**src/verilog/arsc_pkg.sv**
```systemverilog
// Constants for the front-end reset and shutdown controller.
// Assumes a single 200 MHz core clock and plain control ports, no register bus.
// How it works
// Hard reset only at power-on, while clear pin low in SPI mode, or on watchdog reset in two-wire mode.
// Hard reset returns every internal register to its default value.
// Two-wire mode ignores the clear pin; only watchdog reset fully resets.
// Hard reset clears data, forces comparators to 0011, resets filter and buffers.
// Serial interface held in reset during hard reset; host must not talk.
// Clearing power-down re-enables bias, clock, logic; ready after filter settling.
// Host should discard ready samples within 1 ms plus settling after shutdown.
// ADC shutdown only in SPI mode via power-down field; configuration kept.
// During ADC shutdown output data is zero and no ready pulses occur.
// Phase delay setting before shutdown persists after leaving it.
// Shutdown gates clock to input and core; restored automatically on resume.
// Power-down bit 0 plus both external selects gives full shutdown.
// Full shutdown may be entered only in SPI mode.
// In full shutdown only the SPI interface stays active.
// Any of those three bits back at zero re-enables both supply monitors.
// On hard reset release the serial interface starts idle, awaiting chip select.
package arsc_pkg;
  // ***************************************************************
  // Widths and reset values
  // ***************************************************************
  localparam int DATA_W = 24;
  localparam int PHASE_W = 12;
  localparam int CMP_W = 4;
  localparam logic [3:0] CMP_RESET = 4'h3;
  localparam logic [23:0] DATA_RESET = 24'h000000;
  localparam logic [1:0] PD_RESET = 2'h0;
  localparam logic [11:0] PHASE_RESET = 12'h000;
  localparam logic [7:0] OSR_RESET = 8'h00;
  // ***************************************************************
  // Timing
  // ***************************************************************
  localparam int CLK_MHZ = 200;
  localparam int SETTLE_CYCLES = 16;
  localparam int BIAS_SETTLE_US = 1000;
  localparam int BIAS_SETTLE_CYCLES = BIAS_SETTLE_US * CLK_MHZ;
  localparam int CNT_W = 18;
  typedef enum logic [1:0] {ARSC_RUN, ARSC_ADC_OFF, ARSC_FULL_OFF} arsc_pwr_t;
  typedef enum logic [1:0] {ARSC_SPI_RESET, ARSC_SPI_IDLE, ARSC_SPI_BUSY} arsc_spi_t;
endpackage

```
**src/verilog/arsc_ctrl.sv**
```systemverilog
// Reset and power-down control for a single-channel delta-sigma front end.
// Assumes the host drives the serial framing and the clear pin synchronously.
`timescale 1ns/10ps
module arsc_ctrl
#(
  parameter int BIAS_CYCLES = arsc_pkg::BIAS_SETTLE_CYCLES
)
(
  // Clock and power-on reset
  input wire logic i_core_clk,
  input wire logic i_rst,
  // Host pins and mode
  input wire logic i_hard_clear_n,
  input wire logic i_two_wire_mode,
  input wire logic i_watchdog_reset,
  input wire logic i_spi_cs_n,
  // Register writes decoded by the serial port
  input wire logic i_cfg_we,
  input wire logic [1:0] i_power_down,
  input wire logic i_external_reference_select,
  input wire logic i_external_clock_select,
  input wire logic [11:0] i_phase_delay,
  input wire logic [7:0] i_osr_cfg,
  // Conversion path
  input wire logic i_sample_valid,
  input wire logic [23:0] i_sample,
  input wire logic [3:0] i_cmp_raw,
  // Outputs
  output logic o_hard_reset,
  output logic o_spi_reset,
  output logic o_spi_idle,
  output logic o_data_ready,
  output logic [23:0] o_data,
  output logic [3:0] o_cmp,
  output logic [11:0] o_phase_delay,
  output logic [7:0] o_osr_cfg,
  output logic [1:0] o_power_down,
  output logic o_external_reference_select,
  output logic o_external_clock_select,
  output logic o_core_clk_en,
  output logic o_bias_en,
  output logic o_vref_en,
  output logic o_supply_mon_en,
  output logic o_bias_settled
);
  // ***************************************************************
  // Hard reset qualification
  // ***************************************************************
  logic hard_rst;
  assign hard_rst = (!i_two_wire_mode && !i_hard_clear_n)
                    || (i_two_wire_mode && i_watchdog_reset);
  assign o_hard_reset = hard_rst;
  // ***************************************************************
  // Configuration registers
  // ***************************************************************
  logic [1:0] pd;
  logic vref_ext;
  logic clk_ext;
  logic [11:0] phase;
  logic [7:0] osr;
  logic [1:0] next_pd;
  logic next_vref_ext;
  logic next_clk_ext;
  logic [11:0] next_phase;
  logic [7:0] next_osr;
  always_comb
  begin
    next_pd = pd;
    next_vref_ext = vref_ext;
    next_clk_ext = clk_ext;
    next_phase = phase;
    next_osr = osr;
    if (hard_rst)
    begin
      next_pd = arsc_pkg::PD_RESET;
      next_vref_ext = 1'b0;
      next_clk_ext = 1'b0;
      next_phase = arsc_pkg::PHASE_RESET;
      next_osr = arsc_pkg::OSR_RESET;
    end
    else if (i_cfg_we)
    begin
      // Power-down only writable in SPI mode.
      if (!i_two_wire_mode)
      begin
        next_pd = i_power_down;
      end
      next_vref_ext = i_external_reference_select;
      next_clk_ext = i_external_clock_select;
      next_phase = i_phase_delay;
      next_osr = i_osr_cfg;
    end
  end
  always_ff @(posedge i_core_clk or posedge i_rst)
  begin
    if (i_rst)
    begin
      pd <= arsc_pkg::PD_RESET;
      vref_ext <= 1'b0;
      clk_ext <= 1'b0;
      phase <= arsc_pkg::PHASE_RESET;
      osr <= arsc_pkg::OSR_RESET;
    end
    else
    begin
      pd <= next_pd;
      vref_ext <= next_vref_ext;
      clk_ext <= next_clk_ext;
      phase <= next_phase;
      osr <= next_osr;
    end
  end
  assign o_power_down = pd;
  assign o_external_reference_select = vref_ext;
  assign o_external_clock_select = clk_ext;
  assign o_phase_delay = phase;
  assign o_osr_cfg = osr;
  // ***************************************************************
  // Power state
  // ***************************************************************
  arsc_pkg::arsc_pwr_t pwr;
  arsc_pkg::arsc_pwr_t next_pwr;
  always_comb
  begin
    if (pd[0] && vref_ext && clk_ext)
    begin
      // Full shutdown is only entered from SPI mode. Once in it, a later mode
      // change does not wake the reference, so only clearing a bit, by a write or a hard reset, can leave it.
      if (!i_two_wire_mode || (pwr == arsc_pkg::ARSC_FULL_OFF))
      begin
        next_pwr = arsc_pkg::ARSC_FULL_OFF;
      end
      else
      begin
        next_pwr = arsc_pkg::ARSC_ADC_OFF;
      end
    end
    else if (pd != 2'h0)
    begin
      next_pwr = arsc_pkg::ARSC_ADC_OFF;
    end
    else
    begin
      next_pwr = arsc_pkg::ARSC_RUN;
    end
  end
  always_ff @(posedge i_core_clk or posedge i_rst)
  begin
    if (i_rst)
    begin
      pwr <= arsc_pkg::ARSC_RUN;
    end
    else
    begin
      pwr <= next_pwr;
    end
  end
  logic running;
  assign running = (pwr == arsc_pkg::ARSC_RUN);
  assign o_core_clk_en = running;
  assign o_bias_en = running;
  assign o_vref_en = (pwr != arsc_pkg::ARSC_FULL_OFF);
  assign o_supply_mon_en = (pwr != arsc_pkg::ARSC_FULL_OFF);
  // ***************************************************************
  // Settling counters
  // ***************************************************************
  // Filter settling gates the ready strobe; the bias counter only informs
  // the host, which decides whether to discard early samples.
  logic [4:0] settle_cnt;
  logic [4:0] next_settle_cnt;
  logic [arsc_pkg::CNT_W-1:0] bias_cnt;
  logic [arsc_pkg::CNT_W-1:0] next_bias_cnt;
  logic settled;
  assign settled = (settle_cnt == 5'(arsc_pkg::SETTLE_CYCLES));
  always_comb
  begin
    next_settle_cnt = settle_cnt;
    next_bias_cnt = bias_cnt;
    if (!running || hard_rst)
    begin
      next_settle_cnt = 5'h00;
      next_bias_cnt = '0;
    end
    else
    begin
      if (i_sample_valid && !settled)
      begin
        next_settle_cnt = settle_cnt + 5'h01;
      end
      if (bias_cnt != arsc_pkg::CNT_W'(BIAS_CYCLES))
      begin
        next_bias_cnt = bias_cnt + 1'b1;
      end
    end
  end
  always_ff @(posedge i_core_clk or posedge i_rst)
  begin
    if (i_rst)
    begin
      settle_cnt <= 5'h00;
      bias_cnt <= '0;
    end
    else
    begin
      settle_cnt <= next_settle_cnt;
      bias_cnt <= next_bias_cnt;
    end
  end
  assign o_bias_settled = (bias_cnt == arsc_pkg::CNT_W'(BIAS_CYCLES)) && settled;
  // ***************************************************************
  // Conversion output and buffers
  // ***************************************************************
  logic [23:0] buf_a;
  logic [23:0] buf_b;
  logic [3:0] cmp;
  logic drdy;
  logic [23:0] next_buf_a;
  logic [23:0] next_buf_b;
  logic [3:0] next_cmp;
  logic next_drdy;
  always_comb
  begin
    next_buf_a = buf_a;
    next_buf_b = buf_b;
    next_cmp = i_cmp_raw;
    next_drdy = 1'b0;
    if (hard_rst)
    begin
      next_buf_a = arsc_pkg::DATA_RESET;
      next_buf_b = arsc_pkg::DATA_RESET;
      next_cmp = arsc_pkg::CMP_RESET;
    end
    else if (!running)
    begin
      next_buf_a = arsc_pkg::DATA_RESET;
      next_buf_b = arsc_pkg::DATA_RESET;
      next_cmp = arsc_pkg::CMP_RESET;
    end
    else if (i_sample_valid)
    begin
      next_buf_a = i_sample;
      next_buf_b = buf_a;
      next_drdy = settled;
    end
  end
  always_ff @(posedge i_core_clk or posedge i_rst)
  begin
    if (i_rst)
    begin
      buf_a <= arsc_pkg::DATA_RESET;
      buf_b <= arsc_pkg::DATA_RESET;
      cmp <= arsc_pkg::CMP_RESET;
      drdy <= 1'b0;
    end
    else
    begin
      buf_a <= next_buf_a;
      buf_b <= next_buf_b;
      cmp <= next_cmp;
      drdy <= next_drdy;
    end
  end
  assign o_data = buf_a;
  assign o_cmp = cmp;
  assign o_data_ready = drdy;
  // ***************************************************************
  // Serial interface reset state
  // ***************************************************************
  arsc_pkg::arsc_spi_t spi;
  arsc_pkg::arsc_spi_t next_spi;
  always_comb
  begin
    next_spi = spi;
    if (hard_rst)
    begin
      next_spi = arsc_pkg::ARSC_SPI_RESET;
    end
    else
    begin
      unique case (spi)
        arsc_pkg::ARSC_SPI_RESET: next_spi = arsc_pkg::ARSC_SPI_IDLE;
        arsc_pkg::ARSC_SPI_IDLE: next_spi = i_spi_cs_n ? spi : arsc_pkg::ARSC_SPI_BUSY;
        arsc_pkg::ARSC_SPI_BUSY: next_spi = i_spi_cs_n ? arsc_pkg::ARSC_SPI_IDLE : spi;
        default: next_spi = arsc_pkg::ARSC_SPI_RESET;
      endcase
    end
  end
  always_ff @(posedge i_core_clk or posedge i_rst)
  begin
    if (i_rst)
    begin
      spi <= arsc_pkg::ARSC_SPI_RESET;
    end
    else
    begin
      spi <= next_spi;
    end
  end
  assign o_spi_reset = (spi == arsc_pkg::ARSC_SPI_RESET) || hard_rst;
  assign o_spi_idle = (spi == arsc_pkg::ARSC_SPI_IDLE) && !hard_rst;
endmodule

```
**config.mk**
```make
export PLATFORM = sky130hd
export DESIGN_NAME = arsc_ctrl
export DESIGN_NICKNAME = d
export VERILOG_FILES = /design/src/verilog/arsc_pkg.sv /design/src/verilog/arsc_ctrl.sv
export SDC_FILE = /design/constraint.sdc
export NUM_CORES = 1
export LEC_CHECK = 0
export ABC_AREA = 1
export BUFFER_PORTS_ARGS = -buffer_cell sky130_fd_sc_hd__buf_2
export CORE_AREA = 2 2 114 116
export CTS_CLUSTER_SIZE = 28
export DETAILED_ROUTE_END_ITERATION = 16
export DIE_AREA = 0 0 116 118
export PLACE_DENSITY = 0.56
export SYNTH_ARGS = -nofsm -noshare
export SYNTH_HDL_FRONTEND = slang
export SYNTH_SLANG_ARGS = --single-unit
```
**constraint.sdc**
```tcl
create_clock -name i_core_clk -period 2.3 [get_ports i_core_clk]
set_clock_uncertainty 0.2 [all_clocks]
set_input_delay 0.115 -clock i_core_clk [delete_from_list [all_inputs] [get_ports i_core_clk]]
set_output_delay 0.115 -clock i_core_clk [all_outputs]
set_load 0.02 [all_outputs]
```
# After elaboration in Yosys (flattened, before gate mapping)
# Index checks and enable logic that the tools add are counted.
totals:
  regBits: 80
  input_bits: 60
  out_inout_bits: 61
classes:
  add_sub_neg: 2
  n_eq_ne: 11
  muxes: 30
  n_reduce_logical: 24
ops:
  columns: ["op", "n"]
  rows:
  - ["$mux W24", 3]
  - ["$mux W18", 2]
  - ["$mux W12", 2]
  - ["$add A18 B1 Y18 const B", 1]
  - ["$eq A18 B18 Y1 const B", 1]
  - ["$ne A18 B18 Y1 const B", 1]
  - ["$mux W2", 8]
  - ["$mux W8", 2]
  - ["$mux W5", 2]
  - ["$ne A3 B3 Y1 const B", 3]
  - ["$mux W1", 8]
  - ["$mux W4", 2]
  - ["$reduce_bool A2 Y1", 4]
  - ["$logic_and A1 B1 Y1", 7]
  - ["$pmux W2 S3", 1]
  - ["$add A5 B1 Y5 const B", 1]
  - ["$eq A5 B5 Y1 const B", 1]
  - ["$logic_not A1 Y1", 5]
  - ["$eq A2 B2 Y1 const B", 2]
  - ["$logic_not A2 Y1", 2]
  - ["$logic_or A1 B1 Y1", 4]
  - ["$reduce_and A2 Y1", 2]
  - ["$eq A2 B1 Y1 const B", 1]
  - ["$ne A2 B1 Y1 const B", 1]
  - ["$ne A2 B2 Y1 const B", 1]

# Depth between registers and ports, before layout
depth:
  depth_word: 5
  mapped_depth: 9

# Worst setup path after synthesis
# No wires, ideal clock.
synth_timing:
  path_type: "register -> output"
  startpoint: "register bias_cnt[0] in the netlist's numbering"
  endpoint: "output o_bias_settled"
  arrival_ns: 1.244
  setup_slack_ns: 0.741
  stages_incl_launch_ff: 7
  n_path_buf: 0
  cell_sequence: "dfrtp_1 inv_2 ha_1 nand2_1 nor2_1 nand4_1 nor2_1"
synth_between:
  elab_chain_len: 2
synth_rtl:
  columns: ["element", "line", "source"]
  rows:
  - ["start: declaration", "arsc_ctrl.sv:171", "logic [arsc_pkg::CNT_W-1:0] bias_cnt;"]
  - ["start signal: assignment", "arsc_ctrl.sv:206", "bias_cnt <= next_bias_cnt;"]
  - ["$eq A18 B18 Y1", "arsc_ctrl.sv:209", "assign o_bias_settled = (bias_cnt == arsc_pkg::CNT_W'(BIAS_CYCLES)) && settled;"]
  - ["$logic_and A1 B1 Y1", "arsc_ctrl.sv:209", null]
  - ["end: declaration", "arsc_ctrl.sv:44", "output logic o_bias_settled"]
# No other way between the ends.

# Worst setup path in the final report
layout_timing:
  startpoint: "input i_two_wire_mode"
  endpoint: "register pd[1], in the netlist o_power_down[1]"
layout_between:
  elab_chain_len: 5
layout_rtl:
  columns: ["element", "line", "source"]
  rows:
  - ["start: declaration", "arsc_ctrl.sv:14", "input wire logic i_two_wire_mode,"]
  - ["$logic_not A1 Y1", "arsc_ctrl.sv:50", "assign hard_rst = (!i_two_wire_mode && !i_hard_clear_n)"]
  - ["$logic_and A1 B1 Y1", "arsc_ctrl.sv:50", null]
  - ["$logic_or A1 B1 Y1", "arsc_ctrl.sv:51", "|| (i_two_wire_mode && i_watchdog_reset);"]
  - ["$ne A2 B1 Y1 (no source line) or $reduce_bool A2 Y1 (tied branches)", null, null]
  - ["$reduce_and A2 Y1 (no source line)", null, null]
  - ["end signal: assignment", "arsc_ctrl.sv:98", "pd <= arsc_pkg::PD_RESET;"]
  - ["end signal: assignment", "arsc_ctrl.sv:106", "pd <= next_pd;"]
  - ["end: declaration", "arsc_ctrl.sv:56", "logic [1:0] pd;"]
# Several ways; a longest one is shown, not always the timed one.
# A chain may end at the register's enable or synchronous reset.

==> metrics <==
grt total ovfl=0; I/O Buffers=120; Distinct cells, synth=30; setup TNS=0 ns; HPWL after DPL=6.891 mm; min-delay src=i_sample_valid; reg2reg path depth=7; final WL=10.43 mm; R2R setup slack=0.61 ns; DRC Markers=0; clock latency on the worst-skew pair=around 0.34 ns; CTS tree=done; H-tree Lvls=3; Req. time, crit path=2.32 ns; Post-CTS Setup Bufs=0; Clock Sinks=80; max_slew headroom=57.30%; initial antenna violation count=0; largest net degree at the start of global routing=40; share of cells above drive strength 1=24.45%; # rows=41; clock transition at the registers of the reported paths=0.06 ns; routed vias=about 3600; final instance area=5404 um^2; Max VDD drop=0.4802 mV; Power Density=642.1 nW/um^2; Die H=118 um; final period utilization=between 90% and 100%; Max Fanout on Critical Path=23; antenna viol nets, final=0; worst hold path endpoint=o_data[23]; Longest Clk Path Bufs=2; Inserted Clock Buffers=9; main area contributors after synthesis=dfrtp_1, nand2_1, inv_1; Synth top area share=51.60%; sequential-to-total area share from yosys stat=52.99%; I/O pin count=121; first-pass GRT wire length=17.65 mm; n_diodes=0; Area Overhead vs Synth=42.87%; origin of the critical flop-to-flop path=bias_cnt[0]; Final Wtd Congestion=0.9035; CTS root buf=clkbuf_16; worst hold margin=0.04767 ns; routed vias/inst=4.412; Die Area=13690 um^2; Worst Hold Class=in2reg; endpoints failing setup=0; Worst Setup Start Kind=primary input; Tightest Pin Transition=0.6392 ns; RSZ-0062 raised after global routing=false; Synth area leader=dfrtp_1; placed cell areas=approximately 4500 um^2; Post-CTS Resized=0; core footprint=12410 um^2; Tot GR Track Use=16.29%; Synth Area per Inst=8.152 um^2; status=finished, final reports clean; Final Hold Fails=0; most common cell after layout, fill and taps aside=buf_2; initial DRC count=190; Pleak=0.002793 uW; maximum clock rate=462.8 MHz; hold path depth=3; initial core utilization=30.47%; RR Endpoint=bias_cnt[10]; DIE WIDTH=about 120 um; Crit Path Category=in2reg; synth warn=0; Mapped Area=around 3800 um^2; Total Nets Final=702; Slew Limit Fails=0; drt pass-1 iters=4; Gate Count Post-Synth=464; vias in the first global route=approximately 3700; commonest cells after routing, fill and taps aside=buf_2, nand2_1, dfrtp_1; DR WL/cell=12.81 um; CP Data Arrival Time=around 2.2 ns; Syn Nets=~530; Tmin final=between 2 and 2.5 ns; Max-cap violations=0; FF+latch count, synth=80; Critical Path Sink Type=register
==> registers in the layout, summed over array words and instances (netlist names) <==
name,cells
o_data,24
bias_cnt,18
o_external_clock_select,1
o_data_ready,1
o_phase_delay,12
o_power_down,2
settle_cnt,5
o_external_reference_select,1
o_cmp,4
pwr,2
spi,2
o_osr_cfg,8
==> cell usage after synthesis <==
cell      instances
nand2_1         104
dfrtp_1          78
inv_1            72
nor2_1           67
a21oi_1          30
a31oi_1          22
nand3_1          14
o21ai_0           9
nor3_1            8
nand4_1           7
buf_2             6
clkbuf_1          6
buf_6             5
xor2_1            5
ha_1              4
inv_2             4
nor2_2            4
buf_4             2
dfstp_2           2
nand2_2           2
o31ai_1           2
or2_2             2
xnor2_1           2
a211oi_1          1
and3_1            1
nand2_8           1
nand3b_1          1
nor2_4            1
nor4_1            1
o21ai_1           1
==> kinds of logic (layout without fill, tap and decap cells) <==
group                    Yosys count  in the layout  share of synthesized area (%)
adder cells (fa/ha/maj)            4              4                          1.323
flip-flops                        80             80                          52.99
buffers and inverters             95            273                          10.82
AO/OA/AOI/OAI                     65             65                          9.527
XOR/XNOR                           7              7                          1.621
AND/OR/NAND/NOR                  213            213                          23.72
==> through the flow <==
step | setup WS (ns) | total power, uW | util, % | instances
floorplan | 0.7413 | 1844 | - | 464
global placement | 0.6502 | 2005 | 36.58 | 742
detailed placement | 0.6285 | 2016 | 36.58 | 742
CTS | 0.1930 | 3517 | 43.53 | 814
global route | 0.04880 | 3652 | 43.53 | 814
finish | 0.1393 | 3470 | 43.53 | 814
==> worst max path at each step <==
stage                          from         endpoint  slack [ns]  depth (start not counted)
floorplan               bias_cnt[0]   o_bias_settled        0.74                          6
global placement        bias_cnt[0]   o_bias_settled        0.65                          7
detailed placement      bias_cnt[0]   o_bias_settled        0.63                          7
CTS                 i_two_wire_mode  o_power_down[0]        0.19                         10
global route        i_two_wire_mode  o_power_down[1]        0.05                         10
finish              i_two_wire_mode  o_power_down[1]        0.14                         10
==> worst max-delay path, cell delays in order <==
cell           delay, ns
dlygate4sd3_1       0.55
buf_2               0.15
nand2_1             0.08
nand2_1             0.11
buf_4               0.21
nand2_8             0.16
nand2_1             0.12
nand2_1             0.07
o21ai_0             0.07
dlygate4sd3_1       0.55
==> power by group <==
group	total [uW]	internal [uW]	switching, uW
clock network	1400	841	560
registers	1530	1480	47.4
logic	542	217	325
==> repair_timing <==
item / in CTS / in global routing
hold buffers: 57 / 0
endpoints found under the setup margin: 0 / 0
hold endpoints to repair: 80 / 0
==> routing by layer <==
layer	routed length [um]	share of wire, %	global-route usage [%]
met4	202	1.9	6.027
met1	4425	42	19.81
met5	0	0	0
met3	706	6.8	6.643
met2	5090	49	25.77
==> area by class of cell <==
class | count | area [um^2]
sequential | 80 | 2004
fill | 1261 | 7010
tap | 172 | 215.2
clock buffer | 13 | 280.3
inverter | 76 | 289.0
multi-input combinational | 289 | 1369
timing repair buffer | 182 | 1234
clock inverter | 2 | 12.51
Note: power is estimated with default switching activity, not from simulation.
